$ cat config.mk
export PLATFORM = sky130hd
export DESIGN_NAME = flc_host
export DESIGN_NICKNAME = d
export VERILOG_FILES = /design/src/hdl/flc_pkg.sv /design/src/hdl/flc_sync.sv /design/src/hdl/flc_host.sv
export SDC_FILE = /design/constraint.sdc
export NUM_CORES = 1
export LEC_CHECK = 0
export BUFFER_PORTS_ARGS = -buffer_cell sky130_fd_sc_hd__buf_2
export CORE_MARGIN = 2
export CORE_UTILIZATION = 54
export CTS_CLUSTER_SIZE = 14
export DETAILED_ROUTE_END_ITERATION = 10
export PLACE_DENSITY = 0.93
export SLEW_MARGIN = 10
export SYNTH_ARGS = -nofsm -noshare
export SYNTH_HDL_FRONTEND = slang
export SYNTH_HIERARCHICAL = 1
export SYNTH_SLANG_ARGS = --single-unit
$ cat constraint.sdc
create_clock -name clk -period 4.1 [get_ports clk]
set_input_delay 0.82 -clock clk [delete_from_list [all_inputs] [get_ports clk]]
set_output_delay 0.82 -clock clk [all_outputs]
set_load 0.01 [all_outputs]
$ cat src/hdl/flc_pkg.sv
package flc_pkg;
  // Command codes written on the flash data bus.
  localparam logic [7:0] CMD_LOCK_SETUP    = 8'h60;
  localparam logic [7:0] CMD_BLOCK_CONFIRM = 8'h01;
  localparam logic [7:0] CMD_MASTER_CONFIRM = 8'hF1;
  localparam logic [7:0] CMD_CLEAR_CONFIRM = 8'hD0;
  localparam logic [7:0] CMD_ERASE_SETUP   = 8'h20;
  localparam logic [7:0] CMD_ERASE_CONFIRM = 8'hD0;
  localparam logic [7:0] CMD_READ_ARRAY    = 8'hFF;
  localparam logic [7:0] CMD_CLEAR_STATUS  = 8'h50;
  localparam logic [7:0] CMD_READ_STATUS   = 8'h70;
  // Field positions of write_machine_status.
  localparam int SR_READY     = 7;
  localparam int SR_ERASE_SUSP = 6;
  localparam int SR_ERASE_ERR = 5;
  localparam int SR_WRITE_ERR = 4;
  localparam int SR_SUPPLY    = 3;
  localparam int SR_WRITE_SUSP = 2;
  localparam int SR_PROTECT   = 1;
  localparam logic [7:0] SR_ERROR_MASK = 8'h3A;
  localparam logic [7:0] SR_VALID_MASK = 8'hFE;
  // Bus timing in ns and derived cycles at 25 MHz.
  localparam int CLK_NS        = 40;
  localparam int WE_LOW_NS     = 100;
  localparam int WE_HIGH_NS    = 100;
  localparam int OE_ACCESS_NS  = 150;
  localparam int WE_LOW_CYC    = (WE_LOW_NS + CLK_NS - 1) / CLK_NS;
  localparam int WE_HIGH_CYC   = (WE_HIGH_NS + CLK_NS - 1) / CLK_NS;
  localparam int OE_ACCESS_CYC = (OE_ACCESS_NS + CLK_NS - 1) / CLK_NS;
  localparam int TIMER_W       = 4;
  // Operations the user may order.
  typedef enum logic [2:0] {
    FLC_OP_SET_BLOCK  = 3'b000,
    FLC_OP_SET_MASTER = 3'b001,
    FLC_OP_CLEAR_LOCKS = 3'b010,
    FLC_OP_ERASE      = 3'b011,
    FLC_OP_CLEAR_STATUS = 3'b100,
    FLC_OP_READ_ARRAY = 3'b101
  } flc_op_type;
endpackage : flc_pkg

$ cat src/hdl/flc_sync.sv
`timescale 1ns/1ps
// Two-flop synchroniser for pins arriving from the flash.
module flc_sync #(
  parameter int W = 1
) (
  input  wire logic         clk,  // System clock.
  input  wire logic         srst, // Synchronous reset.
  input  wire logic [W-1:0] d,    // Asynchronous input.
  output logic      [W-1:0] q     // Synchronised output.
);
  logic [W-1:0] meta_reg;

  // The first stage feeds only the second stage.
  always_ff @(posedge clk) begin
    if (srst) begin
      meta_reg <= '0;
      q        <= '0;
    end else begin
      meta_reg <= d;
      q        <= meta_reg;
    end
  end
endmodule : flc_sync

$ cat src/hdl/flc_host.sv
`timescale 1ns/1ps
// Contract
// RQ1: Block flags gate writes; master gates flags.
// RQ2: Master set needs override pin for block.
// RQ3: Lock set is setup then confirm write.
// RQ4: Status reads follow; poll ready pin/bit.
// RQ5: Status mode persists until next command.
// RQ6: Bad lock-set pairing sets bits 4,5.
// RQ7: Block set refused under master without override.
// RQ8: Master set needs override level.
// RQ9: Clear-locks clears all; override if master.
// RQ10: Bad clear sequence sets bits 4,5.
// RQ11: Low supply clear sets bits 3,5.
// RQ12: Clear under master without override: bits 1,5.
// RQ13: Aborted clear must be repeated by host.
// RQ14: Master flag can never be cleared.
// RQ15: Locked block writable only with override.
// RQ16: Bits 7,6,2 show ready and suspends.
// RQ17: Bits 5,4,3,1 errors; bit 0 reserved.
// RQ18: Ignore bits 6..0 while bit 7 low.
// RQ19: Supply flag sampled only after sequences.
// RQ20: Protect flag sampled only after sequences.
// RQ21: Host masks reserved status bit 0.
// RQ22: Erase is 20H,D0H, poll, then FFH; the controller ends after the poll, FFH is a separate read-array order.
// RQ23: Lock codes 60H then 01H or F1H.
// RQ24: Clear-locks is 60H then D0H.
// RQ25: Error bits stay until 50H written.
// RQ26: Busy pin low exactly while bit 7 low.
module flc_host
  import flc_pkg::*;
#(
  parameter int ADDR_W = 21
) (
  input  wire logic              clk,          // 25 MHz system clock.
  input  wire logic              srst,         // Synchronous reset, active high.
  input  wire logic              cmd_valid,    // User requests an operation.
  output logic                   cmd_ready,    // Controller is idle and takes the request.
  input  wire flc_pkg::flc_op_type cmd_op,     // Operation to perform.
  input  wire logic [ADDR_W-1:0] cmd_addr,     // Block or device address.
  input  wire logic              cmd_override, // Raise the reset pin to override level.
  output logic                   done,         // One-cycle pulse at operation end.
  output logic [7:0]             done_status,  // Final status, bit 0 masked.
  output logic                   done_error,   // Any error flag set in final status.
  output logic [ADDR_W-1:0]      fl_addr,      // Flash address pins.
  output logic [7:0]             fl_dq_o,      // Flash data driven out.
  output logic                   fl_dq_oe,     // High while driving the data pins.
  input  wire logic [7:0]        fl_dq_i,      // Flash data read back.
  output logic                   fl_ce_n,      // Chip enable, active low.
  output logic                   fl_we_n,      // Write enable, active low.
  output logic                   fl_oe_n,      // Output enable, active low.
  output logic                   fl_rp_n,      // Reset pin released (high) when 1.
  output logic                   fl_rp_override, // Drive override level on reset pin.
  input  wire logic              ready_busy_output // Flash ready pin, low while busy.
);
  import flc_pkg::*;

  // Sequencer states: two write strobes, then a wait for ready and a status read.
  typedef enum logic [3:0] {
    ST_IDLE   = 4'b0000,
    ST_W1_LOW = 4'b0001,
    ST_W1_HI  = 4'b0010,
    ST_W2_LOW = 4'b0011,
    ST_W2_HI  = 4'b0100,
    ST_WAIT   = 4'b0101,
    ST_READ   = 4'b0110,
    ST_DONE   = 4'b0111
  } flc_state_type;

  // Request copy held for the whole order, plus the status that is reported.
  flc_state_type     state_reg, state_next;
  logic [TIMER_W-1:0] timer_reg;
  flc_op_type        op_reg;
  logic [ADDR_W-1:0] addr_reg;
  logic              ovr_reg;
  logic [7:0]        status_reg;
  logic              done_reg;
  logic              two_cycle_reg;
  logic              rb_sync;
  logic [7:0]        dq_sync;
  logic              clr_phase_reg; // Next first write is a status clear before a repeat.
  logic              retried_reg;   // The current order has already been repeated once.

  // Both pins come from the flash with no clock relation to ours.
  flc_sync #(.W(1)) u_rb_sync (
    .clk  (clk),
    .srst (srst),
    .d    (ready_busy_output),
    .q    (rb_sync)
  );
  flc_sync #(.W(8)) u_dq_sync (
    .clk  (clk),
    .srst (srst),
    .d    (fl_dq_i),
    .q    (dq_sync)
  );

  // First and second command bytes per operation.
  wire [7:0] first_code =
      clr_phase_reg                   ? CMD_CLEAR_STATUS : // see RQ13
      (op_reg == FLC_OP_ERASE)        ? CMD_ERASE_SETUP :  // see RQ22
      (op_reg == FLC_OP_CLEAR_STATUS) ? CMD_CLEAR_STATUS : // see RQ25
      (op_reg == FLC_OP_READ_ARRAY)   ? CMD_READ_ARRAY :
      CMD_LOCK_SETUP;                                       // see RQ3 see RQ23 see RQ24
  wire [7:0] second_code =
      (op_reg == FLC_OP_SET_BLOCK)  ? CMD_BLOCK_CONFIRM :  // see RQ23
      (op_reg == FLC_OP_SET_MASTER) ? CMD_MASTER_CONFIRM : // see RQ23
      (op_reg == FLC_OP_ERASE)      ? CMD_ERASE_CONFIRM :  // see RQ22
      CMD_CLEAR_CONFIRM;                                    // see RQ24
  wire two_cycle = (cmd_op != FLC_OP_CLEAR_STATUS) && (cmd_op != FLC_OP_READ_ARRAY);
  wire in_second = (state_reg == ST_W2_LOW) || (state_reg == ST_W2_HI);
  wire timer_zero = (timer_reg == '0);
  // Masking bit 0 keeps a future reserved value from faking an error.
  wire [7:0] masked_status = dq_sync & SR_VALID_MASK; // see RQ21
  wire       status_final  = (state_reg == ST_READ) && timer_zero && dq_sync[SR_READY];

  // A clear-locks cut short by a supply abort leaves the block flags undetermined,
  // so the controller clears status and repeats the whole order once by itself.
  // Only one repeat is made: while the supply stays low a second try aborts as well,
  // and that result is then reported to the user.
  wire clear_aborted = (op_reg == FLC_OP_CLEAR_LOCKS) && masked_status[SR_SUPPLY]; // see RQ13
  wire retry_now     = status_final && clear_aborted && !retried_reg; // see RQ13

  // Pins follow the state; writes latch on the rising edge of write enable.
  assign cmd_ready   = (state_reg == ST_IDLE);
  assign fl_addr     = addr_reg;
  assign fl_dq_o     = in_second ? second_code : first_code;
  assign fl_dq_oe    = (state_reg != ST_IDLE) && (state_reg != ST_WAIT) &&
                       (state_reg != ST_READ) && (state_reg != ST_DONE);
  assign fl_we_n     = !((state_reg == ST_W1_LOW) || (state_reg == ST_W2_LOW));
  assign fl_oe_n     = (state_reg != ST_READ);
  assign fl_ce_n     = (state_reg == ST_IDLE) || (state_reg == ST_DONE);
  assign fl_rp_n     = 1'b1;
  assign fl_rp_override = ovr_reg; // see RQ2 see RQ8 see RQ9 see RQ15
  assign done        = done_reg;
  assign done_status = status_reg;
  assign done_error  = |(status_reg & SR_ERROR_MASK); // see RQ17

  // Sequencer next state.
  always_comb begin
    state_next = state_reg;
    case (state_reg)
      ST_IDLE:   if (cmd_valid) state_next = ST_W1_LOW;
      ST_W1_LOW: if (timer_zero) state_next = ST_W1_HI;
      ST_W1_HI: begin
        // A repeat's status clear is followed by a fresh setup write.
        if (timer_zero) begin
          if (clr_phase_reg) begin
            state_next = ST_W1_LOW;
          end else begin
            state_next = two_cycle_reg ? ST_W2_LOW : ST_DONE;
          end
        end
      end
      ST_W2_LOW: if (timer_zero) state_next = ST_W2_HI;
      ST_W2_HI:  if (timer_zero) state_next = ST_WAIT;
      // The busy pin only goes low after the confirm, so status is read once it rises.
      ST_WAIT:   if (timer_zero && rb_sync) state_next = ST_READ; // see RQ4 see RQ26
      ST_READ: begin
        // Bits 6..0 are only trusted once bit 7 reads ready.
        if (retry_now) begin
          state_next = ST_W1_LOW; // see RQ13
        end else if (status_final) begin
          state_next = ST_DONE; // see RQ18 see RQ5
        end
      end
      ST_DONE:   state_next = ST_IDLE;
      default:   state_next = ST_IDLE;
    endcase
  end

  // Timer reload on each state change.
  // The extra two cycles cover the synchroniser delay before a pin is trusted.
  wire [TIMER_W-1:0] timer_load =
      (state_next == ST_W1_LOW || state_next == ST_W2_LOW) ? TIMER_W'(WE_LOW_CYC) :
      (state_next == ST_READ) ? TIMER_W'(OE_ACCESS_CYC + 2) :
      TIMER_W'(WE_HIGH_CYC + 2);

  // State, timer and request capture.
  always_ff @(posedge clk) begin
    if (srst) begin
      state_reg     <= ST_IDLE;
      timer_reg     <= '0;
      op_reg        <= FLC_OP_READ_ARRAY;
      addr_reg      <= '0;
      ovr_reg       <= 1'b0;
      two_cycle_reg <= 1'b0;
      clr_phase_reg <= 1'b0;
      retried_reg   <= 1'b0;
    end else begin
      state_reg <= state_next;
      if (state_next != state_reg) begin
        timer_reg <= timer_load;
      end else if (!timer_zero) begin
        timer_reg <= timer_reg - 1'b1;
      end
      if (state_reg == ST_IDLE && cmd_valid) begin
        op_reg        <= cmd_op;
        addr_reg      <= cmd_addr; // see RQ3
        ovr_reg       <= cmd_override;
        two_cycle_reg <= two_cycle;
      end else if (state_next == ST_IDLE) begin
        ovr_reg <= 1'b0;
      end
      // The repeat flag lives for one order; the clear phase ends with its own write.
      if (retry_now) begin
        clr_phase_reg <= 1'b1;
        retried_reg   <= 1'b1;
      end else if (state_reg == ST_W1_HI && timer_zero) begin
        clr_phase_reg <= 1'b0;
      end else if (state_reg == ST_IDLE) begin
        retried_reg   <= 1'b0;
      end
    end
  end

  // Final status and completion pulse.
  // A one-write order reports a zero status, since the flash never becomes busy.
  always_ff @(posedge clk) begin
    if (srst) begin
      status_reg <= '0;
      done_reg   <= 1'b0;
    end else begin
      done_reg <= (state_next == ST_DONE);
      if (state_reg == ST_READ && state_next == ST_DONE) begin
        status_reg <= masked_status; // see RQ6 see RQ7 see RQ10 see RQ11 see RQ12
      end else if (state_reg == ST_W1_HI && state_next == ST_DONE) begin
        status_reg <= '0;
      end
    end
  end
endmodule : flc_host

* Word level (Yosys, flattened, before mapping) *
Cells that the tools add are included.

operators by class
  $add $sub $neg = 1
  equality and inequality tests = 24
  multiplexer cells = 31
  reduce and logical (&&, ||, !) cells = 31

operators with widths
  cell                                                 number
  two-way mux 8 bit                                    8
  two-way mux 4 bit                                    10
  one-hot mux 4 bit (7 select lines)                   1
  equality test 4 x 3 -> 1 bit, second input constant  6
  logical AND 1 bit                                    14
  equality test 4 x 2 -> 1 bit, second input constant  3
  logical NOT 4 bit                                    3
  != test 4 x 3 -> 1 bit, second input constant        3
  two-way mux 3 bit                                    3
  equality test 4 x 1 -> 1 bit, second input constant  2
  nonzero test 2 bit                                   4
  two-way mux 1 bit                                    7
  equality test 3 x 2 -> 1 bit, second input constant  2
  equality test 3 bit, second input constant           2
  two-way mux 6 bit                                    1
  != test 3 bit, second input constant                 2
  logical OR 1 bit                                     4
  != test 4 bit                                        1
  nonzero test 4 bit                                   1
  OR reduction 4 bit                                   1
  subtractor 4 x 1 -> 4 bit, second input constant     1
  equality test 3 x 1 -> 1 bit, second input constant  1
  logical NOT 3 bit                                    1
  logical NOT 1 bit                                    2
  other kinds (4)                                      4

storage, ports and cells
  register bits after elaboration = 62
  bits of input ports = 37
  output and inout bits = 46
  logic and storage cells = 101

* Logic depth before layout (Yosys ltp) *
Gate-level depths: netlist of run 1.

  depth after elaboration = 11
  depth in mapped cells = 9
  mapped depth without buffers = 8

* Cells and area by module *
The synthesis of run 1 kept the hierarchy.

by module, submodules not included
  module                 instances  cells an instance  area each (µm²)  sequential area each (µm²)
  flc_host               1          261                2,118.3          880.8
  flc_sync at u_dq_sync  1          33                 464.2            320.3
  flc_sync at u_rb_sync  1          4                  52.6             40.0

* Worst setup path before layout of run 1 *
No wires, ideal clock.

  path kind = register -> output
  start point = reg state_reg[0]
  end point = out fl_dq_o[2]
  data arrival time = 1,701 ps
  data required time = 3,280 ps
  slack = 1,579 ps
  cell stages (with the launch flop) = 9
  path buffers = 3
  path through = dfxtp_1 > buf_2 > clkbuf_1 > nand3b_1 > a21oi_1 > nor2_1 > nand2_1 > nor2_1 > buf_4

on the way
  cells in the longest elaborated chain, start to end = 3
  elaborated cells between the ends (all ways) = 4
  classes of those cells = 2 x eq/ne; 1 x mux; 1 x reduce/logical

RTL lines
  item                                                                          line             RTL
  start: declaration                                                            flc_host.sv:70   flc_state_type state_reg, state_next;
  start signal: assignment                                                      flc_host.sv:190  state_reg <= state_next;
  equality test 4 x 2 -> 1 bit or equality test 4 x 3 -> 1 bit (tied branches)  flc_host.sv:110  wire in_second = (state_reg == ST_W2_LOW) || (state_reg == ST_W2_HI);
  logical OR 1 bit *                                                            flc_host.sv:110
  two-way mux 8 bit *                                                           flc_host.sv:126  assign fl_dq_o = in_second ? second_code : first_code;
  end: declaration                                                              flc_host.sv:45   output logic [7:0] fl_dq_o,

Mark *: on every way between the ends. The rest lies on a longest branch, timed or not.

* Worst setup path after layout of run 1 *
  start point = reg state_reg[0]
  end point = out fl_dq_o[6]

The elaborated chain is that of the path after synthesis.

==> summary.txt, run 1 <==
TIMING
---------------------------------------------------------------------------------
Setup repair after global routing missed its margin                            no
Pin slew with the least headroom to its limit                             1060 ps
Number of pins with negative max-slew slack in the final report                 0
Endpoints failing setup                                                         0
Final Hold Fails                                                                0
Tcrit/Tclk final                                                            74.0%
Final clock skew                                                          6.96 ps
Shortest period the worst path allows                                     3030 ps
Setup tns final                                                              0 ps
Slew headroom                                                               29.6%
Highest Clock Rate                                                      0.330 GHz

CELLS AND AREA
---------------------------------------------------------------------------------
Area growth from synthesis to layout                                        20.8%
Diodes inserted                                                                 0
Ratio of cells with drive above 1 in the final layout                       31.3%
Max reg flops                                                                  21
Core occupancy in the finished layout                                       66.8%
Post-route design area                                                 3110 sq um
Number of nets in the layout                                                  402
Final-layout fill cell count                                                  354

ROUTE
---------------------------------------------------------------------------------
Routed length per instance                                                12.9 um
Number of detailed-routing iterations run before antenna repair                 4
First-iteration detailed-routing DRC count                                    120
Final ANT Viol Nets                                                             0
DRC violation count after routing                                               0
Routed vias                                                                  2229
Detailed Route WL                                                         5450 um
Routed vias/inst                                                             5.28

MIN PATH
---------------------------------------------------------------------------------
Worst hold path type                                                      reg2reg

CLOCK TREE
---------------------------------------------------------------------------------
Post-CTS setup buffer count                                                     0
Clock Pin Slew Worst Setup and Hold Paths                                   60 ps
CTS buffer count                                                                9
Count of hold-fix buffers inserted at cts                                       0
Number of cells upsized or downsized after cts                                  0
CTS sink count                                                                 60
Latest clock arrival within the worst-skew pair                            330 ps
CTS tree                                                                    built
Maximum number of buffers from clock root to sink                               2
Number of H-tree levels                                                         3
Root Driver                                                          sky130_fd_sc_hd__clkbuf_8

DIE
---------------------------------------------------------------------------------
Floorplan die height                                                      73.1 um
Standard-cell rows                                                             25
CORE AREA                                                              4660 sq um
Die Span X                                                                73.1 um
Starting density of the core                                                55.3%
Die area                                                               5340 sq um
Number of I/O pins                                                             83

WORST SETUP PATH
---------------------------------------------------------------------------------
Data required time of the critical path                                   3280 ps
Data arrival, critical path                                               2210 ps
Critical path startpoint category                                       flip-flop
Largest delay contributor family on the critical path                  flip-flops
CP Class                                                                  reg2out
Worst-path cell chain                                                nand3b_1 > a21oi_1 > inv_1 > or3_1 > a21o_1 > buf_2
Kind of capture point of the worst setup path                          output pin
Number of buffer and inverter instances along the worst setup path              2
Crit-path slowest cell                                               sky130_fd_sc_hd__dfxtp_1
Critical Path Max Stage Delay                                              740 ps
Biggest fanout along the worst timing path                                     19

LOGIC SYNTHESIS
---------------------------------------------------------------------------------
Average instance area after synthesis                                  8.77 sq um
Ys Warns                                                                        6
Netlist area before placement                                          2580 sq um
Cells after synthesis                                                         294

GLOBAL ROUTING
---------------------------------------------------------------------------------
Number of antenna violations at the first check in global routing               0
Residual overflow from global routing                                           0
Number of global-route vias before repair                                    1992
Pin count of the biggest net entering global routing                           60
Overall fraction of global-route tracks in use                              20.8%
First-pass GRT wire length                                                8530 um

PLACEMENT
---------------------------------------------------------------------------------
Post-place instance area                                               2930 sq um
Count of buffers inserted at the top-level ports                               79
GPL Wtd Cong                                                                0.858
DP Wirelength                                                             3780 um

POWER
---------------------------------------------------------------------------------
Leakage power                                                             1.32 nW
Maximum vdd ir drop                                                      0.309 mV
Power density of the placed cells                                     426 nW/um^2
Post-layout power                                                         1.33 mW

RUN STATUS
---------------------------------------------------------------------------------
Result of the run                                                    finished clean

JOB
---------------------------------------------------------------------------------
Max-capacitance violation count                                                 0

[worst paths after layout]
check	startpoint	end	slack, ps	depth (start not counted)
setup / recovery	state_reg[0]	fl_dq_o[6]	1070	6
hold / removal	u_rb_sync/meta_reg	u_rb_sync/q	430	1
setup reg to reg	state_reg[1]	done_status[7]	1570	7
hold reg to reg	u_rb_sync/meta_reg	u_rb_sync/q	430	1
[metrics by stage]
step	setup slack (ps)	hold WS [ps]	cells
finish	1070	432	422
global route	878	451	422
CTS	1050	434	422
detailed placement	1410	420	407
global placement	1490	417	407
floorplan	1580	414	295
[where the power goes]
part	switching [mW]	total (mW)	internal (mW)
clock network	0.202	0.495	0.294
registers	0.0262	0.639	0.613
logic	0.106	0.192	0.0859
[worst reg2reg max path, stage by stage, from the launching register on]
cell	delay, ps
sky130_fd_sc_hd__dfxtp_1	640
sky130_fd_sc_hd__inv_2	130
sky130_fd_sc_hd__nor3_4	450
sky130_fd_sc_hd__inv_2	100
sky130_fd_sc_hd__o221a_4	300
sky130_fd_sc_hd__a211oi_4	470
sky130_fd_sc_hd__mux2i_1	240
sky130_fd_sc_hd__nor2_1	50
[per-layer routing]
layer  up-vias  share of wire, %  track usage, %
met5         -                 0               0
met4         0               1.5            10.1
met3        10               5.2            6.77
met2        60                50            33.6
met1      1022                43            24.8
li1       1137                 -               -
[area by class of cell]
class	instances	area (sq um)	share of cell area, %
multi-input cells	209	1250	40.0
flip-flops and latches	60	1200	38.6
repair buffers	79	395	12.7
clock buffers	13	149	4.78
well taps	54	67.6	2.17
clock inverters	2	35.0	1.13
inverters	5	18.8	0.603
[cell usage in the layout, fill, tap and decap left out, drive strengths merged, types with 5 or more instances in the layout]
cell / n
nor3: 5
inv: 5
o21ai: 8
a21oi: 36
buf: 79
nand2: 58
nand3: 12
nand3b: 5
nor2: 15
clkbuf: 13
dfxtp: 60
nor2b: 11
nand2b: 11
and2b: 5
Note: power is estimated with default switching activity, not from simulation.
==> run 2, diff against run 1 <==
- CORE_UTILIZATION: 54 -> 50
- PLACE_DENSITY: 0.93 -> 0.87
- clock period: 4.1 -> 2.9 ns (I/O delays scaled with it)
==> summary.txt, run 2 (synthesis results as in run 1) <==
JOB
-------------------------------------------------------------------------------------
Max-capacitance violation count                                                     0

GLOBAL ROUTING
-------------------------------------------------------------------------------------
Pin count of the biggest net entering global routing                               49
Global routing usage on met3                                                    5.29%
Global-route met1 utilization                                                   24.9%
Number of global-route vias before repair                                        1949
Most Used Layer, Global Route                                                    met2
Met2 Use GR                                                                     31.6%
Overall fraction of global-route tracks in use                                  19.9%
Number of antenna violations at the first check in global routing                   0
Residual overflow from global routing                                               0
First-pass GRT wire length                                                    8560 um

WORST SETUP PATH
-------------------------------------------------------------------------------------
Cell count of the worst reg-to-reg path                                             8
Worst-path cell chain                                                    nand3b_1 > a21oi_1 > inv_1 > or3_1 > a21o_1 > buf_2
Reg2reg setup slack                                                            410 ps
Number of buffer and inverter instances along the worst setup path                  2
Critical path startpoint category                                           flip-flop
Largest delay contributor family on the critical path                      flip-flops
Kind of capture point of the worst setup path                              output pin
Data arrival, critical path                                                   1990 ps
Critical Path Max Stage Delay                                                  550 ps
Biggest fanout along the worst timing path                                         19
Origin of the critical flop-to-flop path                                 timer_reg[0]
CP Class                                                                      reg2out
Crit-path slowest cell                                                   sky130_fd_sc_hd__dfxtp_2
Data required time of the critical path                                       2320 ps
Reg-to-reg critical path endpoint                                        done_status[7]

TIMING
-------------------------------------------------------------------------------------
Final Hold Fails                                                                    0
Endpoints failing setup                                                             0
Pin slew with the least headroom to its limit                                  863 ps
Setup repair after global routing missed its margin                                no
Final hold slack                                                               442 ps
Setup tns final                                                                  0 ps
Number of pins with negative max-slew slack in the final report                     0
Shortest period the worst path allows                                         2570 ps
Final clock skew                                                              9.61 ps
Highest Clock Rate                                                          0.388 GHz
Setup WS post-layout                                                           325 ps
Slew headroom                                                                   42.5%
Tcrit/Tclk final                                                                88.8%

CLOCK TREE
-------------------------------------------------------------------------------------
CTS buffer count                                                                    9
Clock Pin Slew Worst Setup and Hold Paths                                       60 ps
Count of hold-fix buffers inserted at cts                                           0
Root Driver                                                              sky130_fd_sc_hd__clkbuf_8
Number of H-tree levels                                                             3
CTS sink count                                                                     60
Latest clock arrival within the worst-skew pair                                340 ps
CTS tree                                                                        built
Maximum number of buffers from clock root to sink                                   2

ROUTE
-------------------------------------------------------------------------------------
Final ANT Viol Nets                                                                 0
Routed vias                                                                      2245
DRC violation count after routing                                                   0
Detailed Route WL                                                             5650 um
Number of detailed-routing iterations run before antenna repair                     4
Routed length per instance                                                    12.8 um
First-iteration detailed-routing DRC count                                        198
Routed vias/inst                                                                 5.07

PLACEMENT
-------------------------------------------------------------------------------------
DP Wirelength                                                                 3800 um
Placed Instances                                                                  427
GPL Wtd Cong                                                                    0.937
Placement-stage worst setup slack                                              445 ps
Count of buffers inserted at the top-level ports                                   79

CELLS AND AREA
-------------------------------------------------------------------------------------
Most frequent standard cell in the layout excluding fill and tap cells   sky130_fd_sc_hd__buf_2
Core occupancy in the finished layout                                           63.4%
Count of non-filler cells in the finished layout                                  443
Diodes inserted                                                                     0
Ratio of cells with drive above 1 in the final layout                           33.2%
Max reg flops                                                                      21
Area growth from synthesis to layout                                            24.1%
Area taken by flip-flops and latches                                       1200 sq um
Most frequent cells in the layout                                        sky130_fd_sc_hd__buf_2, sky130_fd_sc_hd__nand2_1, sky130_fd_sc_hd__dfxtp_1
Final-layout fill cell count                                                      418
Area occupied by multi-input gates                                         1250 sq um
Number of nets in the layout                                                      406

MIN PATH
-------------------------------------------------------------------------------------
Startpoint of the lowest-slack hold path                                 u_dq_sync/meta_reg[6]
Worst hold path type                                                          reg2reg
Number of cells traversed by the worst hold path                                    1
WHS Endpoint                                                             u_dq_sync/q[6]

POWER
-------------------------------------------------------------------------------------
Maximum vdd ir drop                                                          0.466 mV
Leakage power                                                                 1.36 nW
Power density of the placed cells                                         625 nW/um^2

DIE
-------------------------------------------------------------------------------------
Die Span X                                                                    75.8 um
Floorplan die height                                                          75.8 um
Die area                                                                   5740 sq um
Number of I/O pins                                                                 83
Starting density of the core                                                    51.1%
Standard-cell rows                                                                 26
CORE AREA                                                                  5040 sq um

RUN STATUS
-------------------------------------------------------------------------------------
Result of the run                                                        finished clean

## run 2: layout make-up
class / instances / share of cell area [%]
tap: 70 / 2.74
sequential: 60 / 37.6
multi-input combinational: 209 / 39.0
clock buffer: 11 / 4.42
clock inverter: 5 / 2.35
inverter: 5 / 0.587
timing repair buffer: 83 / 13.3
## run 2: stage by stage
| step | area (sq um) | total power, mW |
|---|---|---|
| after floorplan | 2580 | 1.11 |
| after global placement | 2980 | 1.18 |
| after detailed placement | 2980 | 1.20 |
| after CTS | 3200 | 2.01 |
| after global routing | 3200 | 2.09 |
| final | 3200 | 2.00 |
## run 2: what timing repair did
action,4_1_cts,5_1_grt
setup buffers,0,0
gates resized for setup,0,2
endpoints found under the setup margin,0,1
## run 2: where the power goes
group | internal [mW] | switching, mW
clock network | 0.503 | 0.316
logic | 0.125 | 0.152
registers | 0.866 | 0.0363
## run 2: how the worst max path moves through the flow
stage	end	depth (start not counted)	startpoint	slack (ps)
final	fl_dq_o[6]	6	state_reg[0]	330
after global routing	fl_dq_o[6]	6	state_reg[0]	120
after CTS	fl_dq_o[6]	6	state_reg[0]	110
after detailed placement	done_status[7]	8	timer_reg[0]	450
after global placement	fl_dq_o[6]	6	state_reg[0]	520
after floorplan	fl_dq_o[2]	8	state_reg[0]	620
## run 2: layer usage
| layer | wire length [um] | part of all wire, % |
|---|---|---|
| met1 | 2430 | 43 |
| met2 | 2800 | 49 |
| met3 | 320 | 5.7 |
| met4 | 103 | 1.8 |
| met5 | 0 | 0 |
## run 2: worst reg2reg max path, delay by kind of cell, from the launching register on
kind | cells | cell delay (ps)
AO/OA/AOI/OAI | 2 | 820
AND/OR/NAND/NOR | 3 | 640
flip-flops | 1 | 330
adder cells (fa/ha/maj) | 1 | 240
multiplexers | 1 | 240
buffers and inverters | 1 | 60
